**src/logic/dpc_pkg.sv**
```systemverilog
// dpc_pkg: constants and types shared by the power, clock and reset controller
// assumes a single 250 MHz clock domain and an APB register port
package dpc_pkg;

   // ****************************************
   // register map (byte addresses)
   // ****************************************
   localparam logic [7:0] ADDR_CTRL = 8'h00;
   localparam logic [7:0] ADDR_IDLE = 8'h04;
   localparam logic [7:0] ADDR_STATUS = 8'h08;
   localparam logic [7:0] ADDR_IRQ = 8'h0C;
   localparam logic [7:0] ADDR_ABUF = 8'h10;

   // ****************************************
   // field positions
   // ****************************************
   localparam int CTRL_FORCE_PD = 0;
   localparam int CTRL_ENTER = 1;
   localparam int CTRL_CTX_CLEAR = 2;
   localparam int CTRL_CRYSTAL_PIN_OFF = 3;
   localparam int CTRL_IDLE_GO = 4;
   localparam int ABUF_CLOCK_OUTPUT_DISABLE = 0;
   localparam int IRQ_PD_PEND = 0;
   localparam int IRQ_WAKE = 1;

   // ****************************************
   // reset values and encodings
   // ****************************************
   localparam logic [31:0] CTRL_RST = 32'h0000_0000;
   localparam logic [2:0] IDLE_DIV_NONE = 3'h0;
   localparam logic [15:0] PD_VECTOR = 16'h002C;
   localparam logic [15:0] BOOT_PC = 16'h0000;

   // ****************************************
   // timing, in input-clock cycles (core clock runs at twice that rate)
   // ****************************************
   localparam int RESUME_IN_CYC = 300;
   localparam int OSC_IN_CYC = 4096;
   localparam int CORE_PER_IN = 2;
   localparam int RESUME_CYC = RESUME_IN_CYC * CORE_PER_IN;
   localparam int OSC_CYC = OSC_IN_CYC * CORE_PER_IN;
   localparam int BOOT_CYC = 16;

   typedef enum {
      ST_BOOT,
      ST_RUN,
      ST_IDLE,
      ST_WAKE,
      ST_PD,
      ST_RESUME
   } dpc_state_t;

endpackage

```
**src/logic/dpc_div_if.sv**
```systemverilog
// dpc_div_if: carries the slow-idle divisor request and the divided tick
// assumes both ends sit on the same clock
`timescale 1ns/1ps
interface dpc_div_if;
   logic [2:0] sel;
   logic tick;
   modport ctl (output sel, input tick);
   modport div (input sel, output tick);
endinterface

```
**src/logic/dpc_ctrl.sv**
```systemverilog
// dpc_ctrl: power-down, idle, slow idle, clock output and reset/boot control
// assumes MCLK is the core clock (twice the input clock) and an APB master
`timescale 1ns/1ps
module dpc_ctrl
   import dpc_pkg::*;
#(
   parameter int OSC_WAIT = OSC_CYC,
   parameter int RESUME_WAIT = RESUME_CYC
) (
   // clock and reset
   input wire logic MCLK,
   input wire logic ARST_N,
   // apb slave
   input wire logic PSEL,
   input wire logic PENABLE,
   input wire logic PWRITE,
   input wire logic [7:0] PADDR,
   input wire logic [31:0] PWDATA,
   output logic [31:0] PRDATA,
   output logic PREADY,
   output logic PSLVERR,
   // system pins
   input wire logic POWER_DOWN_REQUEST_N,
   output logic POWER_DOWN_ACK,
   input wire logic MEMORY_MAP_SELECT,
   input wire logic BUS_REQUEST,
   input wire logic IRQ_PENDING,
   // clocks and core control
   output logic PROCESSOR_CLOCK_OUTPUT,
   output logic CORE_TICK,
   output logic SERIAL_TICK,
   output logic TIMER_TICK,
   output logic CORE_RUN,
   output logic CONTEXT_CLEAR,
   output logic STACK_CLEAR,
   output logic PD_IRQ,
   output logic [15:0] FETCH_ADDR,
   output logic [15:0] MODE_STATUS_WORD,
   output logic [15:0] INTERRUPT_MASK_REGISTER
);
   import dpc_pkg::*;

   initial begin
      if (OSC_WAIT < 1 || RESUME_WAIT < 1 || OSC_WAIT > 65535 || RESUME_WAIT > 65535)
         $error("dpc_ctrl: wait counts out of range");
   end

   dpc_div_if dv();
   dpc_state_t st_r;
   logic [15:0] cnt_r;
   logic force_r, enter_r, ctx_clr_r, crystal_pin_off_r, clock_output_disable_r, pd_pend_r, wake_r;
   logic [2:0] div_r;
   logic pwd_q_r, processor_clock_output_r, first_r;
   logic wr, rd, pwd_fall, pd_req, enter_cmd, idle_cmd, ctx_r;

   // ****************************************
   // divider
   // ****************************************
   assign dv.sel = (st_r == ST_IDLE || st_r == ST_WAKE) ? div_r : IDLE_DIV_NONE;
   dpc_divider u_div (
      .MCLK(MCLK),
      .ARST_N(ARST_N),
      .dv(dv)
   );

   // ****************************************
   // apb decode
   // ****************************************
   assign wr = PSEL && PENABLE && PWRITE;
   assign rd = PSEL && !PWRITE;
   assign PREADY = 1'b1;
   assign PSLVERR = PSEL && PENABLE && !(PADDR == ADDR_CTRL || PADDR == ADDR_IDLE
      || PADDR == ADDR_STATUS || PADDR == ADDR_IRQ || PADDR == ADDR_ABUF);
   assign enter_cmd = wr && PADDR == ADDR_CTRL && PWDATA[CTRL_ENTER];
   assign idle_cmd = wr && PADDR == ADDR_CTRL && PWDATA[CTRL_IDLE_GO];
   assign pwd_fall = pwd_q_r && !POWER_DOWN_REQUEST_N;
   assign pd_req = pwd_fall || (wr && PADDR == ADDR_CTRL && PWDATA[CTRL_FORCE_PD]
      && !force_r);

   always_ff @(posedge MCLK or negedge ARST_N) begin
      if (!ARST_N) begin
         force_r <= 1'b0;
         ctx_clr_r <= 1'b0;
         crystal_pin_off_r <= 1'b0;
         div_r <= IDLE_DIV_NONE;
         clock_output_disable_r <= 1'b0;
      end else if (wr) begin
         case (PADDR)
            ADDR_CTRL: begin
               force_r <= PWDATA[CTRL_FORCE_PD];
               ctx_clr_r <= PWDATA[CTRL_CTX_CLEAR];
               crystal_pin_off_r <= PWDATA[CTRL_CRYSTAL_PIN_OFF];
            end
            ADDR_IDLE: div_r <= (PWDATA[2:0] > 3'h4) ? IDLE_DIV_NONE : PWDATA[2:0];
            ADDR_ABUF: clock_output_disable_r <= PWDATA[ABUF_CLOCK_OUTPUT_DISABLE];
            default: ;
         endcase
      end
   end

   // edge-sensitive, non-maskable pending flag; a new edge beats the clear
   always_ff @(posedge MCLK or negedge ARST_N) begin
      if (!ARST_N) begin
         pwd_q_r <= 1'b1;
         pd_pend_r <= 1'b0;
      end else begin
         pwd_q_r <= POWER_DOWN_REQUEST_N;
         if (pd_req) begin
            pd_pend_r <= 1'b1;
         end else if (wr && PADDR == ADDR_IRQ && PWDATA[IRQ_PD_PEND]) begin
            pd_pend_r <= 1'b0;
         end
      end
   end
   assign PD_IRQ = pd_pend_r;

   always_ff @(posedge MCLK or negedge ARST_N) begin
      if (!ARST_N) begin
         PRDATA <= 32'h0000_0000;
      end else if (rd && !PENABLE) begin
         case (PADDR)
            ADDR_CTRL: PRDATA <= {27'h0, 1'b0, crystal_pin_off_r, ctx_clr_r, 1'b0, force_r};
            ADDR_IDLE: PRDATA <= {29'h0, div_r};
            ADDR_STATUS: PRDATA <= {25'h0, POWER_DOWN_ACK, 3'h0, 3'(st_r)};
            ADDR_IRQ: PRDATA <= {30'h0, wake_r, pd_pend_r};
            ADDR_ABUF: PRDATA <= {31'h0, clock_output_disable_r};
            default: PRDATA <= 32'h0000_0000;
         endcase
      end
   end

   // ****************************************
   // main sequencer
   // ****************************************
   always_ff @(posedge MCLK or negedge ARST_N) begin
      if (!ARST_N) begin
         st_r <= ST_BOOT;
         cnt_r <= 16'h0000;
         ctx_r <= 1'b0;
         wake_r <= 1'b0;
      end else begin
         case (st_r)
            ST_BOOT: begin
               // boot loading runs only while MEMORY_MAP_SELECT is low and the bus is free
               if (BUS_REQUEST) begin
                  cnt_r <= 16'h0000;
               end else if (MEMORY_MAP_SELECT || cnt_r == 16'(BOOT_CYC - 1)) begin
                  st_r <= ST_RUN;
                  cnt_r <= 16'h0000;
               end else begin
                  cnt_r <= cnt_r + 16'h0001;
               end
            end
            ST_RUN: begin
               if (enter_cmd) begin
                  st_r <= ST_PD;
               end else if (idle_cmd) begin
                  st_r <= ST_IDLE;
               end
            end
            ST_IDLE: begin
               if (IRQ_PENDING || pd_req) begin
                  st_r <= ST_WAKE;
               end
            end
            ST_WAKE: begin
               // leave only on a divided tick: up to n cycles of latency
               if (dv.tick) begin
                  st_r <= ST_RUN;
                  wake_r <= 1'b1;
               end
            end
            ST_PD: begin
               if (pwd_fall || (!POWER_DOWN_REQUEST_N && !pwd_q_r && 1'b0)) begin
                  st_r <= ST_PD;
               end else if (POWER_DOWN_REQUEST_N && !pwd_q_r) begin
                  st_r <= ST_RESUME;
                  cnt_r <= 16'h0000;
                  ctx_r <= ctx_clr_r;
               end
            end
            ST_RESUME: begin
               if (cnt_r == 16'(crystal_pin_off_r ? OSC_WAIT - 1 : RESUME_WAIT - 1)) begin
                  st_r <= ST_RUN;
                  cnt_r <= 16'h0000;
               end else begin
                  cnt_r <= cnt_r + 16'h0001;
               end
            end
            default: st_r <= ST_BOOT;
         endcase
         if (wr && PADDR == ADDR_IRQ && PWDATA[IRQ_WAKE] && !(st_r == ST_WAKE && dv.tick)) begin
            wake_r <= 1'b0;
         end
      end
   end

   // ack follows the dormant state; reset drops it at once
   always_ff @(posedge MCLK or negedge ARST_N) begin
      if (!ARST_N) begin
         POWER_DOWN_ACK <= 1'b0;
      end else begin
         POWER_DOWN_ACK <= (st_r == ST_PD);
      end
   end

   // ****************************************
   // clocks: core cycle is twice the input clock, shown on the clock output
   // ****************************************
   always_ff @(posedge MCLK or negedge ARST_N) begin
      if (!ARST_N) begin
         processor_clock_output_r <= 1'b0;
         first_r <= 1'b1;
      end else begin
         processor_clock_output_r <= dv.tick && !clock_output_disable_r && st_r != ST_PD;
         first_r <= (st_r == ST_BOOT);
      end
   end
   assign PROCESSOR_CLOCK_OUTPUT = processor_clock_output_r;
   assign CORE_TICK = dv.tick && (st_r != ST_PD);
   assign SERIAL_TICK = dv.tick && (st_r != ST_PD);
   assign TIMER_TICK = dv.tick && (st_r != ST_PD);
   assign CORE_RUN = (st_r == ST_RUN || st_r == ST_IDLE || st_r == ST_WAKE);
   assign CONTEXT_CLEAR = ctx_r && st_r == ST_RESUME;
   assign STACK_CLEAR = first_r;
   assign FETCH_ADDR = (st_r == ST_BOOT) ? BOOT_PC : (pd_pend_r ? PD_VECTOR : BOOT_PC);
   assign MODE_STATUS_WORD = 16'h0000;
   assign INTERRUPT_MASK_REGISTER = 16'h0000;
   // the unused ctrl bit reads back as zero; is the outside party's
endmodule

```
**src/logic/dpc_divider.sv**
```systemverilog
// dpc_divider: produces a one-cycle tick every n cycles, n = 1/16/32/64/128
// assumes sel is held stable while divided operation lasts
`timescale 1ns/1ps
module dpc_divider
   import dpc_pkg::*;
(
   // clock and reset
   input wire logic MCLK,
   input wire logic ARST_N,
   // divisor link
   dpc_div_if.div dv
);
   logic [6:0] cnt_r;
   logic [6:0] lim;

   // ****************************************
   // divisor decode
   // ****************************************
   always_comb begin
      case (dv.sel)
         3'h1: lim = 7'h0F;
         3'h2: lim = 7'h1F;
         3'h3: lim = 7'h3F;
         3'h4: lim = 7'h7F;
         default: lim = 7'h00;
      endcase
   end

   always_ff @(posedge MCLK or negedge ARST_N) begin
      if (!ARST_N) begin
         cnt_r <= 7'h00;
      end else if (cnt_r >= lim) begin
         cnt_r <= 7'h00;
      end else begin
         cnt_r <= cnt_r + 7'h01;
      end
   end

   // divide by one when no divisor is given
   assign dv.tick = (cnt_r >= lim);
endmodule

```
**config.mk**
```make
export PLATFORM = sky130hd
export DESIGN_NAME = dpc_ctrl
export DESIGN_NICKNAME = d
export VERILOG_FILES = /design/src/logic/dpc_pkg.sv /design/src/logic/dpc_div_if.sv /design/src/logic/dpc_ctrl.sv /design/src/logic/dpc_divider.sv
export SDC_FILE = /design/constraint.sdc
export NUM_CORES = 1
export LEC_CHECK = 0
export BUFFER_PORTS_ARGS = -buffer_cell sky130_fd_sc_hd__clkbuf_2
export CAP_MARGIN = 20
export CELL_PAD_IN_SITES_DETAIL_PLACEMENT = 1
export CELL_PAD_IN_SITES_GLOBAL_PLACEMENT = 1
export CORE_ASPECT_RATIO = 0.9
export CORE_UTILIZATION = 37
export DETAILED_ROUTE_END_ITERATION = 8
export PLACE_DENSITY = 0.94
export RECOVER_POWER = 100
export SLEW_MARGIN = 20
export SYNTH_ARGS = -nofsm -noshare
export SYNTH_HDL_FRONTEND = slang
export SYNTH_SLANG_ARGS = --single-unit
```
**constraint.sdc**
```tcl
create_clock -name MCLK -period 4.71 [get_ports MCLK]
set_input_delay 0.2355 -clock MCLK [delete_from_list [all_inputs] [get_ports MCLK]]
set_output_delay 0.2355 -clock MCLK [all_outputs]
set_load 0.01 [all_outputs]
```
## Word-level counts from Yosys, hierarchy flattened

Cells that the tools add are included.

- Bits in registers: 101
- Bits of input ports: 49
- Output and inout port bits: 91
- Logic and storage cells: 133

- Add/subtract/negate cells: 2
- Magnitude comparators: 2
- Equality and inequality tests: 30
- Mux-type cells: 29
- Bitwise logic cells: 1
- Reductions and logical operators: 53

Operators with widths:

| kind | number |
|---|---|
| 32-bit two-way mux | 9 |
| 32-bit one-hot mux with 6 select lines | 1 |
| 32-bit by 3-bit equality test with 1-bit output (second input constant) | 4 |
| 32-bit by 2-bit equality test with 1-bit output (second input constant) | 3 |
| 16-bit two-way mux | 5 |
| 32-bit by 4-bit equality test with 1-bit output (second input constant) | 2 |
| 32-bit zero test | 2 |
| 16-bit one-hot mux with 3 select lines | 1 |
| 7-bit one-hot mux with 5 select lines | 1 |
| 32-bit by 1-bit equality test with 1-bit output (second input constant) | 1 |
| 32-bit by 4-bit != test with 1-bit output (second input constant) | 1 |
| 7-bit one-hot mux with 4 select lines | 1 |
| 1-bit logical AND | 21 |
| 16-bit by 1-bit adder with 16-bit output (second input constant) | 1 |
| 16-bit by 13-bit equality test with 1-bit output | 1 |
| 16-bit by 4-bit equality test with 1-bit output (second input constant) | 1 |
| 8-bit by 4-bit equality test with 1-bit output (second input constant) | 2 |
| 2-bit != test (second input constant) | 7 |
| 13-bit two-way mux | 1 |
| 6-bit two-way mux | 2 |
| 1-bit logical OR | 10 |
| 8-bit by 3-bit equality test with 1-bit output (second input constant) | 1 |
| 8-bit by 5-bit equality test with 1-bit output (second input constant) | 1 |
| 1-bit zero test | 8 |
| 17 further kinds | 30 |

## Depth between registers and ports, before layout

Gate-level depths: netlist of the first run.

- Word-level depth: 11
- Depth in mapped cells: 12

## Modules after synthesis

Synthesis of the first run repeated with hierarchy kept, for this count alone.

- Cell total of the unflattened synthesis: 383
- Area total of the unflattened synthesis: 3472.1 um2

Modules (own cells, without submodules):

| module | instances | cells each | area each (um2) |
|---|---|---|---|
| dpc_ctrl | 1 | 329 | 2959.1 |
| dpc_divider | 1 | 54 | 513.0 |

## Worst setup path before layout of the first run

Ideal clock, no wire load.

- Path kind: register to output
- From: register st_r[1]
- To: output SERIAL_TICK
- Data arrival time: 2.222 ns
- Required time: 4.475 ns
- Setup slack: 2.253 ns
- Cell stages (with the launch flop): 12
- Cell sequence: dfrtp_1 > clkbuf_1 > nand2_1 > nor2_1 > inv_1 > ha_1 > nand2_1 > o21ai_0 > a21oi_1 > o21a_1 > nor2_1 > buf_4

- Longest elaborated chain between the ends: 7

Ends and longest elaborated chain:

| what | line | text |
|---|---|---|
| from (decl) | dpc_ctrl.sv:49 | `dpc_state_t st_r;` |
| from (signal assigned) | dpc_ctrl.sv:137 | `st_r <= ST_BOOT;` |
| from (signal assigned) | dpc_ctrl.sv:148 | `st_r <= ST_RUN;` |
| from (signal assigned) | dpc_ctrl.sv:156 | `st_r <= ST_PD;` |
| 32-bit by 3-bit equality test with 1-bit output | dpc_ctrl.sv:59 | `assign dv.sel = (st_r == ST_IDLE \|\| st_r == ST_WAKE) ? div_r : IDLE_DIV_NONE;` |
| 1-bit logical OR | dpc_ctrl.sv:59 |  |
| 3-bit two-way mux | dpc_ctrl.sv:59 |  |
| 3-bit equality test, or another cell as far along | dpc_divider.sv:20 | `case (dv.sel)` |
| 7-bit one-hot mux with 4 select lines | dpc_divider.sv:20 |  |
| 7-bit >= comparator | dpc_divider.sv:40 | `assign dv.tick = (cnt_r >= lim);` |
| 1-bit logical AND (*) | n/a |  |
| to (decl) | dpc_ctrl.sv:31 | `output logic SERIAL_TICK,` |

Mark *: on every way between the ends. The rest lies on a longest branch, timed or not.

## Worst setup path after layout of the first run

- From: register st_r[0]
- To: register cnt_r[7]

- Longest elaborated chain between the ends: 3

Ends and longest elaborated chain:

| what | line | text |
|---|---|---|
| 32-bit by 3-bit equality test with 1-bit output / 32-bit zero test (equally long branches) | dpc_ctrl.sv:142 | `case (st_r)` |
| 2-bit != test (no source line) / 3-bit nonzero test (equally long branches) | n/a |  |
| 3-bit AND reduction (no source line) | n/a |  |
| to (signal assigned) | dpc_ctrl.sv:151 | `cnt_r <= cnt_r + 16'h0001;` |
| to (signal assigned) | dpc_ctrl.sv:187 | `cnt_r <= cnt_r + 16'h0001;` |
| to (decl) | dpc_ctrl.sv:50 | `logic [15:0] cnt_r;` |

Parallel ways exist; a longest one is shown, timed or not.
A chain may end at the register's enable or synchronous reset.

==> results.cfg, run 1 <==
[synth]
syn-instance-count = 360
synth_area_per_cell_um2 = 8.967
synth_area_um2 = 3228
yosys_warnings = 0
ys.flop_type = dfrtp_1
ys_types = 51
synth-seq-cells = 45
synth_seq_area_share_pct = 34.96
synthArstFlopShare_pct = 100.0
synth_edf_count = 0

[global_route]
track_usage_pct = 16.74
antenna_found_initial = 0
grt_max_degree = 46
grt_pass1_wl_mm = 12.09
grt_overflow = 0
grt_pass1_vias = 2426

[critical_path]
critical_path.top_delay_family = compound AO/OA/AOI/OAI gates
path_class = register to register
r2r-start = st_r[0]
crit_arrival_ns = 3.73
slowest_delay_ns = 1.19
setup.worst_path.end_class = register
cp.required_ns = 4.85
reg2reg_depth = 5
worst_path_max_delay_cell = a211oi_1
rrSetupSlack_ns = 1.12
startpoint = st_r[0]
r2r_end = cnt_r[7]
path_buf_inv = 0
crit_fanout = 17
cp_cell_sequence = nor2b_1 -> a211oi_1 -> o41ai_1 -> a31oi_1 -> nor2_1
start_kind = register

[power_and_ir_drop]
p_sw_uw = 263.7
seqPwrFrac_pct = 50.8
power_density_nw_per_um2 = 256.0
ir_drop_mv = 0.1099
total_power_uw = 829.5
switching_share_pct = 31.79
leakagePower_nw = 1.509
internal_power_uw = 565.8
clkPwrFrac_pct = 32.3
pwr-share-comb_pct = 16.9

[clock_network]
post-cts-setup-buffer-count = 0
cts_sinks = 45
insertion_delay_ns = 0.31
hold_buffers = 0
ctsResizeCount = 0
clk_pin_slew_ns = 0.10
cts.htree.levels = 2
cts_tree = done
cts_buffers = 5
clk_path_buf_depth = 2
cts_root_buf = clkbuf_8

[timing]
period_needed_ns = 3.587
finalSetupViolCount = 0
fin_ws_ns = 1.123
finalHoldViolCount = 0
slew_headroom_pct = -64.44
holdWs_ns = 0.05724
rsz0062_at_grt = no
max_slew.worst_pin.slew_ns = 2.467
post-route-period-util_pct = 76.16
max_clock_freq_ghz = 0.2788
drv_slew = 46
clock-skew-final_ns = 0.009608
setup-tns-final_ns = 0

[final_layout]
drive_gt1_share_pct = 9.669
register_area_um2 = 1129
layout_common_cells = conb_1 (73), dfrtp_1 (43), nor2_1 (41), nand2_1 (32), clkbuf_1 (21)
final_common_cell = conb_1
final_nets = 453
post-route-util_pct = 39.22
area_growth_pct = 0.3877
multi_input_area_um2 = 1668
instances_no_fill = 508
diodes = 0
fin_area_um2 = 3241
fill_cells = 1055

[place]
gp_congestion = 0.8258
hpwl_mm = 5.467
place_inst = 500
place.port_buffers = 39
dp_slack_ns = 2.101
placed_cell_area_um2 = 3221

[hold_path]
whs_endpoint = pwd_q_r
hold_path_class = input pin to register
hp-start = POWER_DOWN_REQUEST_N
holdPathStages = 1

[floorplanning]
die_x_um = 100.5
ioPinCount = 140
fp.dieH_um = 90.61
core_um2 = 8262
rows = 31
die_area_um2 = 9103
initial_core_util_pct = 39.07

[run_status]
violations = max-capacitance violations, max-slew violations
outcome = finished, violations left

[route]
wire_per_inst_um = 14.25
vias = 2425
drtAntennaViolNets = 0
wl_mm = 7.241
drtIter0Drc = 74
viasPerCell = 4.774
dr.pass1.iters = 4
drc_errors = 0

[job]
cap_violations = 1
-- cell usage after synthesis (all sizes together), types with 6 or more instances --
cell / n / share of area [%]
nor2: 41 / 4.8
nor2b: 8 / 1.6
nand2: 32 / 3.7
and3: 7 / 1.4
nand4: 10 / 1.9
o21ai: 13 / 2.0
nand3: 11 / 1.7
mux2: 7 / 2.4
dfrtp: 43 / 33
xor2: 16 / 4.3
buf: 81 / 19
ha: 12 / 4.7
nor3: 9 / 1.6
and2: 6 / 1.2
inv: 7 / 0.81
-- worst max-delay path by stage --
stage                  endpoint  depth (start not counted)
CTS                   CORE_TICK                         10
global route          cnt_r[14]                          5
floorplan           SERIAL_TICK                         11
finish                 cnt_r[7]                          5
global placement         wake_r                          9
detailed placement    CORE_TICK                         10
-- logic make-up (layout without fill, tap and decap cells) --
| group | Yosys count | after routing | synth area share, % |
|---|---|---|---|
| AO/OA/AOI/OAI | 38 | 38 | 9.341 |
| XOR/XNOR | 20 | 20 | 5.426 |
| adder cells (fa/ha/maj) | 12 | 12 | 4.651 |
| buffers and inverters | 93 | 55 | 20.04 |
| flip-flops | 45 | 45 | 34.96 |
| multiplexers | 8 | 8 | 2.752 |
| other | 2 | 73 | 0.2326 |
| AND/OR/NAND/NOR | 142 | 142 | 22.60 |
-- area by class of cell --
cell class,count,share of cell area (%)
multi-input cells,293,51.47
flip-flops and latches,45,34.83
repair buffers,40,5.367
well taps,115,4.440
clock buffers,6,2.548
inverters,7,0.8108
clock inverters,2,0.5405
-- power groups by stage --
stage                     logic [mW]  registers [mW]  clock network [mW]
after CTS                      0.151           0.422               0.280
after floorplan                0.160           0.420                   0
after global routing           0.161           0.425               0.294
after detailed placement       0.149           0.430                   0
after global placement         0.142           0.428                   0
final                          0.141           0.421               0.268
-- flip-flops by register name (all words and copies together), names as in the netlist, 3 cells and up --
| name | cells |
|---|---|
| cnt_r | 16 |
| u_div.cnt_r | 7 |
| PRDATA | 5 |
| div_r | 3 |
| st_r | 3 |
-- metal layers --
layer / wire [um] / GRT usage (%) / vias up
li1: - / - / 1141
met1: 3082 / 20.31 / 1208
met2: 3811 / 29.85 / 70
met3: 270 / 2.864 / 6
met4: 76 / 5.193 / 0
met5: 0 / 0 / -
(Power assumes the default switching activity.)
==> inputs of run 2 (changes only) <==
Settings changed: ABC_AREA set to 1, CORE_UTILIZATION 37 to 31, PLACE_DENSITY 0.94 to 0.87.
Clock period 4.71 ns to 3.1 ns, I/O delays scaled along.
==> results.cfg, run 2 <==
[timing]
finalSetupViolCount = 0
max_clock_freq_ghz = 0.3613
slew_headroom_pct = -35.63
setup-tns-final_ns = 0
max_slew.worst_pin.slew_ns = 2.034
post-route-period-util_pct = 89.30
drv_slew = 37
clock-skew-final_ns = 0.009826
period_needed_ns = 2.768
holdWs_ns = 0.1108
rsz0062_at_grt = no
finalHoldViolCount = 0

[route]
routed-wl-met2_mm = 4.117
wire_per_inst_um = 13.39
wl_mm = 8.421
met3_length_um = 382
dr.pass1.iters = 4
drtAntennaViolNets = 0
viasPerCell = 4.579
vias = 2880
highest_layer = met4
drc_errors = 0
wl_met1_mm = 3.767
drtIter0Drc = 150

[power_and_ir_drop]
internal_power_mw = 1.219
power_density_nw_per_um2 = 599.2
p_sw_uw = 891.7
seqPwrFrac_pct = 35.0
switching_share_pct = 42.25
ir_drop_mv = 0.2373
pwr-share-comb_pct = 39.0
total_power_mw = 2.110
leakagePower_nw = 1.926
clkPwrFrac_pct = 26.0

[run_status]
violations = max-capacitance violations, max-slew violations
outcome = finished, violations left

[synth]
synth-seq-cells = 45
ys_types = 41
synth_edf_count = 0
synth_area_leaders = dfrtp_1 (32%), buf_4 (17%), nand2_1 (11%)
synth_common_cells = nand2_1 (96), buf_4 (79), inv_1 (59)
synth_area_leader_cell = dfrtp_1
synthArstFlopShare_pct = 100.0
synth_area_per_cell_um2 = 7.388
synth_most_common_cell = nand2_1
synth_area_um2 = 3398
synth_seq_area_share_pct = 33.21
yosys_warnings = 0
syn-instance-count = 460
netlist.area_leader.share_pct = 31.66
ys.flop_type = dfrtp_1

[global_route]
antenna_found_initial = 0
grt_pass1_wl_mm = 13.86
grt_max_degree = 37
track_usage_pct = 15.18
grt_pass1_vias = 2875
grt_overflow = 0

[job]
cap_violations = 1

[floorplanning]
rows = 35
ioPinCount = 140
fp.dieH_um = 101.3
initial_core_util_pct = 32.47
die_area_um2 = 11390
die_x_um = 112.4
core_um2 = 10470

[critical_path]
crit_arrival_ns = 2.61
setup.worst_path.end_class = output pin
start_kind = register
rrSetupSlack_ns = 0.35
cp.required_ns = 2.94
crit_fanout = 9
path_class = register to output pin

[clock_network]
clk_pin_slew_ns = 0.07
cts_tree = done
cts_buffers = 5
cts.htree.levels = 2
insertion_delay_ns = 0.29
cts_root_buf = clkbuf_16
clk_path_buf_depth = 2
cts_sinks = 45
post-cts-setup-buffer-count = 0

[final_layout]
largest-register = cnt_r
instances_no_fill = 629
largest_register_ffs = 16
area_growth_pct = 3.645
diodes = 0
final_nets = 560
top_regs = cnt_r x16, u_div.cnt_r x7, PRDATA x5
drive_gt1_share_pct = 8.800
final_common_cell = nand2_1
layout_common_cells = nand2_1 (98), conb_1 (73), inv_1 (59), nor2_1 (46), dfrtp_1 (43)

[place]
hpwl_mm = 6.430
place_inst = 620
gp_congestion = 0.8229
place.port_buffers = 39

[hold_path]
hold_path_class = input pin to register
## run 2: cell count changes after synthesis, moves of 7 or more
cell     before  now
nand2_1      32   96
inv_1         7   59
nand3_1      11   36
xor2_1       16    6
a21oi_1       3   11
nor2b_1       8    1
## run 2: area by class of cell
| class | count | area (um2) |
|---|---|---|
| Fill cell | 1367 | 6944 |
| Multi-Input combinational cell | 344 | 1659 |
| Sequential cell | 45 | 1129 |
| Inverter | 61 | 231.5 |
| Timing Repair Buffer | 42 | 191.4 |
| Tap cell | 129 | 161.4 |
| Clock buffer | 5 | 125.1 |
| Clock inverter | 3 | 25.02 |
## run 2: worst paths after layout
check / start / end / depth (start not counted)
setup / recovery: st_r[2] / CORE_TICK / 12
hold / removal: PWDATA[2] / div_r[1] / 2
setup reg to reg: st_r[1] / cnt_r[2] / 10
hold reg to reg: PRDATA[2] / PRDATA[2] / 2
max in group asynchronous: ARST_N / cnt_r[3] / 2
min in group asynchronous: ARST_N / u_div.cnt_r[3] / 1
## run 2: power groups by stage
| stage | sequential (mW) | combinational [mW] | clock, mW |
|---|---|---|---|
| final | 0.739 | 0.822 | 0.549 |
| after global routing | 0.752 | 0.944 | 0.577 |
| after CTS | 0.745 | 0.864 | 0.560 |
| after detailed placement | 0.756 | 0.847 | 0 |
| after global placement | 0.749 | 0.794 | 0 |
| after floorplan | 0.738 | 0.724 | 0 |
## run 2: critical path: stages, from the launching register on
cell,delay [ns]
dfrtp_1,0.38
buf_4,0.18
nor3_1,0.21
nand2_1,0.13
o21ai_0,0.13
inv_1,0.12
ha_1,0.32
nand3_1,0.09
a21o_1,0.18
nand2_2,0.13
inv_1,0.11
nor2_2,0.15
clkbuf_1,0.17
## run 2: logic make-up (layout without fill, tap and decap cells)
family	Yosys count	count (layout)	synth area share, %
multiplexers	1	1	0.3313
AO/OA/AOI/OAI	36	36	5.965
adder cells (fa/ha/maj)	12	12	4.418
buffers and inverters	142	111	24.74
XOR/XNOR	8	8	2.062
other	2	73	0.2210
AND/OR/NAND/NOR	214	214	29.05
flip-flops	45	45	33.21
## run 2: layer usage
layer	track usage, %	vias up
li1	-	1380
met1	18.84	1389
met2	27.81	101
met3	1.735	10
met4	4.718	0
met5	0	-
## run 2: per-stage QoR
| stage | util, % | instance area, um2 | worst slack, ns |
|---|---|---|---|
| after floorplan | - | 3665 | 0.6937 |
| after global placement | 32.74 | 3427 | 0.5955 |
| after detailed placement | 32.74 | 3427 | 0.4964 |
| after CTS | 34.27 | 3587 | 0.1481 |
| after global routing | 33.65 | 3522 | 0.08779 |
| final | 33.65 | 3522 | 0.3318 |
## run 2: timing repair
action / 4_1_cts / 5_1_grt
hold buffers: 1 / 0
setup endpoints to repair: 0 / 3
endpoints found under the hold margin: 1 / 0
resized for setup: 0 / 2
